==> config.mk <==
export PLATFORM = sky130hd
export DESIGN_NAME = plm_priority_level_manager
export DESIGN_NICKNAME = d
export VERILOG_FILES = /design/src/core/plm_pkg.sv /design/src/core/plm_priority_level_manager.sv
export SDC_FILE = /design/constraint.sdc
export NUM_CORES = 1
export LEC_CHECK = 0
export BUFFER_PORTS_ARGS = -buffer_cell sky130_fd_sc_hd__buf_2
export CAP_MARGIN = 30
export CORE_ASPECT_RATIO = 1.2
export CORE_MARGIN = 5
export CORE_UTILIZATION = 45
export CTS_CLUSTER_DIAMETER = 30
export DETAILED_ROUTE_END_ITERATION = 10
export PLACE_DENSITY = 0.69
export SYNTH_ARGS = -nofsm -noshare
export SYNTH_HDL_FRONTEND = slang
export SYNTH_SLANG_ARGS = --single-unit
==> constraint.sdc <==
create_clock -name clock -period 5 [get_ports clock]
set_clock_uncertainty 0.05 [all_clocks]
set_input_delay 1 -clock clock [delete_from_list [all_inputs] [get_ports clock]]
set_output_delay 1 -clock clock [all_outputs]
set_load 0.05 [all_outputs]
==> src/core/plm_pkg.sv <==
// package of constants and types for the priority level manager
package plm_pkg;
  // word and level sizes
  localparam int unsigned WORD_W   = 18;
  localparam int unsigned LEVELS   = 8;
  localparam int unsigned HW_LVLS  = 4;
  localparam int unsigned ADDR_W   = 15;
  localparam int unsigned TRAP_W   = 6;
  // status and control words number bit 00 as the most significant bit
  localparam int unsigned MSB      = 17;
  localparam int unsigned POS_EN   = 0;   // enable bit position
  localparam int unsigned POS_PEND = 2;   // first pending bit (level 0)
  localparam int unsigned POS_SWRQ = 6;   // first software request bit
  localparam int unsigned POS_ACT  = 10;  // first active / raise bit
  // call_subroutine linkage locations (octal)
  localparam logic [14:0] CAL_STORE_ADDR  = 15'h0010; // location 00020
  localparam logic [14:0] CAL_RESUME_ADDR = 15'h0011; // location 00021
  // base of channel locations; software channels sit at fixed offsets 034-037 (octal) inside the 6-bit hardware trap range
  localparam logic [14:0] CHAN_BASE       = 15'h0020; // location 00040
  localparam logic [5:0]  SW_CHAN_FIRST   = 6'h1c;    // arbitrary slot
  localparam logic [2:0]  CAL_LEVEL       = 3'h4;
  localparam logic [3:0]  NO_LEVEL        = 4'h8;
  // reset values
  localparam logic        ENABLE_RST      = 1'b0;
  localparam logic [7:0]  ACTIVE_RST      = 8'h00;

  // full state of the manager
  typedef struct packed {
    logic                   enable;
    logic [LEVELS-1:0]      active;
    logic [3:0]             swReq;
    logic [HW_LVLS-1:0]     hwMeta;
    logic [HW_LVLS-1:0]     hwReq;
    logic [HW_LVLS*TRAP_W-1:0] trapMeta;
    logic [HW_LVLS*TRAP_W-1:0] trapSync;
    logic [WORD_W-1:0]      acOut;
    logic                   acOutValid;
    logic                   grantValid;
    logic [2:0]             grantLevel;
    logic [ADDR_W-1:0]      grantAddr;
    logic                   callValid;
    logic [ADDR_W-1:0]      callStoreAddr;
    logic [ADDR_W-1:0]      callResumeAddr;
  } plm_state_s;
endpackage : plm_pkg

==> src/core/plm_priority_level_manager.sv <==
// priority level manager: levels, requests, grants and status word
`timescale 1ns/10ps

module plm_priority_level_manager
  import plm_pkg::*;
(
  input  wire logic                      clock,
  input  wire logic                      reset_n,
  input  wire logic                      clkEn,
  input  wire logic [WORD_W-1:0]         acWord,
  input  wire logic                      readStatus,
  input  wire logic                      callSub,
  input  wire logic                      debreak,
  input  wire logic                      debreakRestore,
  input  wire logic                      raiseReq,
  input  wire logic                      breakAllowed,
  input  wire logic [HW_LVLS-1:0]        hwReqPin,
  input  wire logic [HW_LVLS*TRAP_W-1:0] hwTrapPin,
  output logic [WORD_W-1:0]              acOut,
  output logic                           acOutValid,
  output logic                           grantValid,
  output logic [2:0]                     grantLevel,
  output logic [ADDR_W-1:0]              grantAddr,
  output logic                           callValid,
  output logic [ADDR_W-1:0]              callStoreAddr,
  output logic [ADDR_W-1:0]              callResumeAddr,
  output logic                           priorityEnable
);

  plm_state_s        stReg;
  plm_state_s        stNext;
  logic [LEVELS-1:0] pending;
  logic [3:0]        highestLvl;
  logic [3:0]        raiseLvl;
  logic [3:0]        candLvl;
  logic              anyInstr;
  logic              grantFire;

  // pending requests: hardware on levels 0-3, software on 4-7
  assign pending  = {stReg.swReq, stReg.hwReq};
  assign anyInstr = readStatus | callSub | debreak | debreakRestore
                    | raiseReq;

  // highest active level (lowest index), raise target, grant candidate
  always_comb
  begin
    highestLvl = NO_LEVEL;
    raiseLvl   = NO_LEVEL;
    candLvl    = NO_LEVEL;
    for (int i = LEVELS - 1; i >= 0; i--)
    begin
      if (stReg.active[i])
        highestLvl = 4'(i);
      if (acWord[MSB - POS_ACT - i])
        raiseLvl = 4'(i);
      if (pending[i])
        candLvl = 4'(i);
    end
  end

  // a grant waits for the processor and for a quiet instruction cycle
  assign grantFire = stReg.enable && breakAllowed && !anyInstr
                     && (candLvl < highestLvl);

  // next-state logic for the whole manager
  always_comb
  begin
    stNext            = stReg;
    stNext.acOutValid = 1'b0;
    stNext.grantValid = 1'b0;
    stNext.callValid  = 1'b0;
    // two-stage capture of device request and trap lines
    stNext.hwMeta     = hwReqPin;
    stNext.hwReq      = stReg.hwMeta;
    stNext.trapMeta   = hwTrapPin;
    stNext.trapSync   = stReg.trapMeta;

    // status word gated into the accumulator
    if (readStatus)
    begin
      stNext.acOutValid = 1'b1;
      stNext.acOut      = '0;
      stNext.acOut[MSB - POS_EN] = stReg.enable;
      for (int i = 0; i < LEVELS; i++)
      begin
        stNext.acOut[MSB - POS_PEND - i] = pending[i];
        stNext.acOut[MSB - POS_ACT - i]  = stReg.active[i];
      end
    end

    // both debreak forms release the highest active level only
    if ((debreak || debreakRestore) && highestLvl != NO_LEVEL)
      stNext.active[highestLvl[2:0]] = 1'b0;

    // subroutine call: fixed linkage and level 4 activation
    // placed after the release so a set in the same cycle wins
    if (callSub)
    begin
      stNext.callValid      = 1'b1;
      stNext.callStoreAddr  = CAL_STORE_ADDR;
      stNext.callResumeAddr = CAL_RESUME_ADDR;
      if (stReg.enable)
        stNext.active[CAL_LEVEL] = 1'b1;
    end

    // control word: enable, software requests, raise
    if (raiseReq)
    begin
      stNext.enable = acWord[MSB - POS_EN];
      if (acWord[MSB - POS_EN])
      begin
        for (int i = 0; i < 4; i++)
          if (acWord[MSB - POS_SWRQ - i])
            stNext.swReq[i] = 1'b1;
        if (raiseLvl < highestLvl)
          stNext.active[raiseLvl[2:0]] = 1'b1;
      end
    end

    // grant: set the level active and present its channel
    if (grantFire)
    begin
      stNext.grantValid = 1'b1;
      stNext.grantLevel = candLvl[2:0];
      stNext.active[candLvl[2:0]] = 1'b1;
      if (candLvl[2])
      begin
        // software channel is fixed per level; the request is consumed
        stNext.swReq[candLvl[1:0]] = 1'b0;
        stNext.grantAddr = CHAN_BASE
          + {9'h000, SW_CHAN_FIRST + {4'h0, candLvl[1:0]}};
      end
      else
      begin
        // device supplies its own channel, whatever level it used
        stNext.grantAddr = CHAN_BASE + {9'h000,
          stReg.trapSync[candLvl[1:0]*TRAP_W +: TRAP_W]};
      end
    end
  end

  // state register, frozen while the clock enable is low except that the synchronous reset still loads
  always_ff @(posedge clock)
  begin
    if (!reset_n)
    begin
      stReg        <= '0;
      stReg.enable <= ENABLE_RST;
      stReg.active <= ACTIVE_RST;
    end
    else if (clkEn)
      stReg <= stNext;
  end

  // outputs straight from the state register
  assign acOut          = stReg.acOut;
  assign acOutValid     = stReg.acOutValid;
  assign grantValid     = stReg.grantValid;
  assign grantLevel     = stReg.grantLevel;
  assign grantAddr      = stReg.grantAddr;
  assign callValid      = stReg.callValid;
  assign callStoreAddr  = stReg.callStoreAddr;
  assign callResumeAddr = stReg.callResumeAddr;
  assign priorityEnable = stReg.enable;
endmodule : plm_priority_level_manager

======== Word level (Yosys, flattened, before mapping) ========
Index checks and enable logic that the tools add are counted.
word-level totals
  register bits ........................... 109
  output and inout port bits .............. 70
  logic and storage cells ................. 103
cells by class
  add/sub/neg operators ................... 3
  multipliers ............................. 1
  magnitude comparators ................... 10
  eq/ne operators ......................... 1
  shifts and indexed selects .............. 1
  mux-type cells .......................... 48
  bitwise gates (word level) .............. 10
  reduce and logical (&&, ||, !) cells .... 14
operator list
  cell                   number
  $mux W4                25
  $mux W12               3
  $mux W31               1
  $shiftx A24 B6 Y6      1
  $mux W19               1
  $mux W8                2
  $or A8 B8 Y8           2
  $add A6 B6 Y7 const A  2
  $lt A3 B4 Y1 const B   3
  $mux W1                11
  $demux W1 S3           3
  $ge A3 B1 Y1 const B   3
  $and A8 B8 Y8          1
  $logic_and A1 B1 Y1    8
  $lt A4 B4 Y1           2
  $not A8 Y8             1
  $reduce_and A2 Y1      4
  $mux W7                1
  $add A5 B2 Y6 const A  1
  $and A4 B4 Y4          1
  $mul A2 B2 Y4 const B  1
  $ne A4 B4 Y1 const B   1
  $not A4 Y4             1
  $or A1 B1 Y1           4
  5 further kinds        5

======== Depth between registers and ports, before layout ========
  word-level depth ........................ 24
  mapped depth ............................ 11
  depth with buffers taken out ............ 10

======== Worst setup path after synthesis ========
No wires, ideal clock.
  path type ............................... input-to-reg
  start ................................... input acWord[7]
  end ..................................... register stReg[131] (netlist name)
  setup time .............................. 0.070 ns
  data arrival time ....................... 2.765 ns
  data required time ...................... 4.880 ns
  path slack .............................. 2.115 ns
  stages on the path ...................... 9
  path buffers ............................ 0
  path through ............................ nor4_1 > a21boi_0 > ha_1 > a21o_1 > a21oi_1 > nand3_1 > a41oi_1 > a221oi_1 > a21oi_1
between the ends
  longest elaborated chain between the ends .. 11
ends and longest elaborated chain
  element                                                             RTL line                           source
  start: declaration                                                  plm_priority_level_manager.sv:10   input wire logic [WORD_W-1:0] acWord,
  $mux W4 *                                                           plm_priority_level_manager.sv:54   if (acWord[MSB - POS_ACT - i])
  $lt A3 B4 Y1 (implied by the code) or $ge A3 B1 Y1 (tied branches)  plm_priority_level_manager.sv:116  stNext.active[raiseLvl[2:0]] = 1'b1;
  $logic_and A1 B1 Y1 (implied by the code)                           plm_priority_level_manager.sv:116
  $mux W1 (implied by the code)                                       plm_priority_level_manager.sv:116
  $demux W1 S3                                                        plm_priority_level_manager.sv:116
  $or A8 B8 Y8 (no source line)                                       -
  $mux W8 *                                                           plm_priority_level_manager.sv:115  if (raiseLvl < highestLvl)
  $mux W12 *                                                          plm_priority_level_manager.sv:110  if (acWord[MSB - POS_EN])
  $mux W12 *                                                          plm_priority_level_manager.sv:107  if (raiseReq)
  $or A8 B8 Y8 (no source line)                                       -
  $mux W12 *                                                          plm_priority_level_manager.sv:121  if (grantFire)
  end signal: assignment                                              plm_priority_level_manager.sv:152  stReg <= stNext;
  end: declaration                                                    plm_priority_level_manager.sv:30   plm_state_s stReg;
Mark *: on every way between the ends. The rest lies on a longest branch, timed or not.
A chain may end at the register's enable or synchronous reset.

======== Final worst setup path ========
  start ................................... register stReg (netlist bit pending[0])
  end ..................................... register stReg (netlist bit grantAddr[5])
RTL lines
  element                             RTL line                          source
  $mux W4 *                           plm_priority_level_manager.sv:56  if (pending[i])
  net candLvl[2]                      plm_priority_level_manager.sv:35  logic [3:0] candLvl;
  $lt A4 B4 Y1                        plm_priority_level_manager.sv:63  && (candLvl < highestLvl);
  $logic_and A1 B1 Y1                 plm_priority_level_manager.sv:63
  $reduce_and A2 Y1 (no source line)  -
Mark *: on every way through the listed nets, which the timed path passes. The rest lies on a longest branch.

==> impl_metrics.json <==
{
  "status": "completed",
  "drtPass1Iterations": 4,
  "syn2layout_area_growth_pct": 9.11,
  "core_area_mm2": 0.0106,
  "synth_edf_count": 0,
  "drt-initial-drc-count": 170,
  "io_pins": 125,
  "ir_drop_mv": 0.215,
  "grt_max_degree": 65,
  "vias": 3829,
  "fillerInstances": 1035,
  "place_ws_ns": 1.46,
  "p_leak_uw": 0.00238,
  "r2r_start": "pending[0]$_SDFFE_PN0P_",
  "finalSetupViolations": 0,
  "multiInputGateArea_mm2": 0.00240,
  "post-route-period-util_pct": 68.6,
  "die_h_um": 124,
  "routed_wl_um": 11200,
  "ys_types": 56,
  "track_usage_pct": 16.9,
  "dp_hpwl_um": 8220,
  "grt_pass1_wl_um": 18200,
  "rsz0062_at_grt": "no",
  "cp-start-kind": "flip-flop",
  "post_cts_buffers": 0,
  "place_congestion": 0.854,
  "syn_area_mm2": 0.00491,
  "drc": 0,
  "placed_cell_area_mm2": 0.00502,
  "clock_tree.buffer_depth": 2,
  "port_buffers": 83,
  "htree_levels": 3,
  "cts_resized": 0,
  "vias_per_cell": 5.21,
  "fin_crit_ns": 3.43,
  "dieArea_mm2": 0.0131,
  "diodes": 0,
  "start_util_pct": 46.3,
  "ant_nets": 0,
  "cp_data_required_time_ns": 5.18,
  "overflow": 0,
  "fin_util_pct": 50.5,
  "layout_setup_ws_ns": 1.57,
  "endpoint_kind": "flip-flop",
  "crit_start": "pending[0]$_SDFFE_PN0P_",
  "clock_latency_ns": 0.34,
  "syn_inst": 560,
  "worst_pin_slew_ns": 1.04,
  "synth-async-reset-ratio_pct": 0,
  "final-hold-violation-count": 0,
  "finalNetCount": 662,
  "crit_fanout": 15,
  "cts_tree": "built",
  "first_global_vias": 3655,
  "max_freq_mhz": 292,
  "worstPathArrival_ns": 3.61,
  "cts_root_buf": "clkbuf_16",
  "max_slew_margin_pct": 31.0,
  "clock_sinks": 100,
  "worstSetupPathType": "flip-flop to flip-flop",
  "yosysSeqAreaShare_pct": 40.7,
  "tns_ns": 0,
  "cts_buffers": 9,
  "wl_per_cell_um": 15.2,
  "antenna_found_initial": 0,
  "regToRegSetupSlack_ns": 1.57,
  "synth_ff_type": "dfxtp_1",
  "cellPowerDensity_mw_per_mm2": 339,
  "rows": 41,
  "regArea_mm2": 0.00200,
  "final_area_mm2": 0.00536,
  "ys_seq_elements": 100,
  "hold_buffers": 0,
  "drv_cap": 0,
  "layout-drive-gt1-share_pct": 20.1,
  "die_x_um": 105,
  "postSynthAreaPerCell_um2": 8.78,
  "hold_start": "acOut[5]$_SDFFE_PN0P_",
  "hold_class": "flip-flop to flip-flop",
  "clk_pin_slew_ns": 0.07,
  "yosys_warnings": 0,
  "maxSlewViolCount": 0
}
==> critical path, cell delays in order (launching register included) <==
cell       delay [ns]
dfxtp_1          0.40
or4_1            0.61
a21oi_2          0.30
ha_1             0.31
nand3_1          0.11
nand4_1          0.16
a2111oi_4        0.97
and2_2           0.34
a21oi_1          0.07
==> final cells by class <==
cell class / count / area share, %
inverters: 5 / 0.350
clock inverters: 7 / 1.33
multi-input cells: 398 / 44.8
clock buffers: 9 / 4.20
repair buffers: 87 / 8.96
flip-flops and latches: 100 / 37.3
well taps: 129 / 3.01
==> synthesized netlist by cell type, drive strengths merged, types with 2 or more instances <==
master    n  area [µm²]
nand4     3        18.8
a211oi    5        37.5
nand3     7        35.0
nor3     12        65.1
nor2b     6        37.5
o41ai     2        17.5
o21ai    16        83.8
nor4      3        18.8
nand2    62         233
buf      75         558
o21a      2        16.3
nor2     84         315
a31oi     2        12.5
mux2      5        56.3
mux2i    69         691
inv       4        15.0
nor3b     2        15.0
and2      3        20.0
and3      3        20.0
a221oi    6        52.6
a21o      2        15.0
ha        6        75.1
clkbuf   17        63.8
a21oi    39         214
nor4b     2        17.5
dfxtp   100        2000
nand2b    3        18.8
o211ai    4        40.0
o31ai     2        15.0
==> sequential cells by signal (all words and copies together) (netlist names) <==
name / flops
acOut: 17
acOutValid: 1
callResumeAddr: 1
callValid: 1
grantAddr: 7
grantLevel: 3
grantValid: 1
pending: 8
priorityEnable: 1
stNext: 28
stReg: 32
==> stage by stage <==
stage	total power, µW	instances	hold slack, ns
final	1820	735	0.402
after CTS	1830	733	0.405
after global placement	1150	717	0.389
after floorplan	1110	595	0.387
after global routing	1900	735	0.418
after detailed placement	1150	717	0.396
==> routing by layer <==
metal / routed length, µm / part of all wire (%) / GRT usage (%)
met5: 0 / 0 / 0
met1: 4900 / 44 / 21.2
met4: 175 / 1.6 / 5.95
met2: 5440 / 49 / 28.6
met3: 666 / 6.0 / 3.58
==> final timing paths <==
kind | end | cells past startpoint
worst max-delay path | grantAddr[5]$_SDFFE_PN0P_ | 8
worst min-delay path | acOut[5]$_SDFFE_PN0P_ | 2
worst max register to register | grantAddr[5]$_SDFFE_PN0P_ | 8
worst min register to register | acOut[5]$_SDFFE_PN0P_ | 2
==> placed cells by master (no fill, tap or decap), drive strengths merged, types with 2 or more instances in the layout <==
master	n
nor3	12
o41ai	2
nand2	62
inv	7
nand4	3
buf	87
a21o	2
a211oi	5
nand2b	3
o31ai	2
nand3	7
nor3b	2
a21oi	39
clkbuf	9
clkinv	3
nor2b	6
nor4	3
and3	3
a221oi	6
o21a	2
ha	6
mux2i	69
dfxtp	100
nor2	84
clkinvlp	2
o211ai	4
o21ai	16
nor4b	2
and2	3
mux2	5
a31oi	2
conb	36
==> report_power, final <==
group / switching (µW) / leakage [µW] / internal (µW)
sequential: 23.8 / 0.000816 / 825
clock: 327 / 0.000139 / 351
combinational: 200 / 0.00142 / 90.3
total: 552 / 0.00238 / 1270
==> kinds of logic after synthesis <==
group | share of synthesized area, %
flip-flops | 40.7
buffers and inverters | 13.0
adder cells (fa/ha/maj) | 1.53
AO/OA/AOI/OAI | 12.2
AND/OR/NAND/NOR | 17.2
other | 0.0763
multiplexers | 15.2
Note: power is estimated with default switching activity, not from simulation.
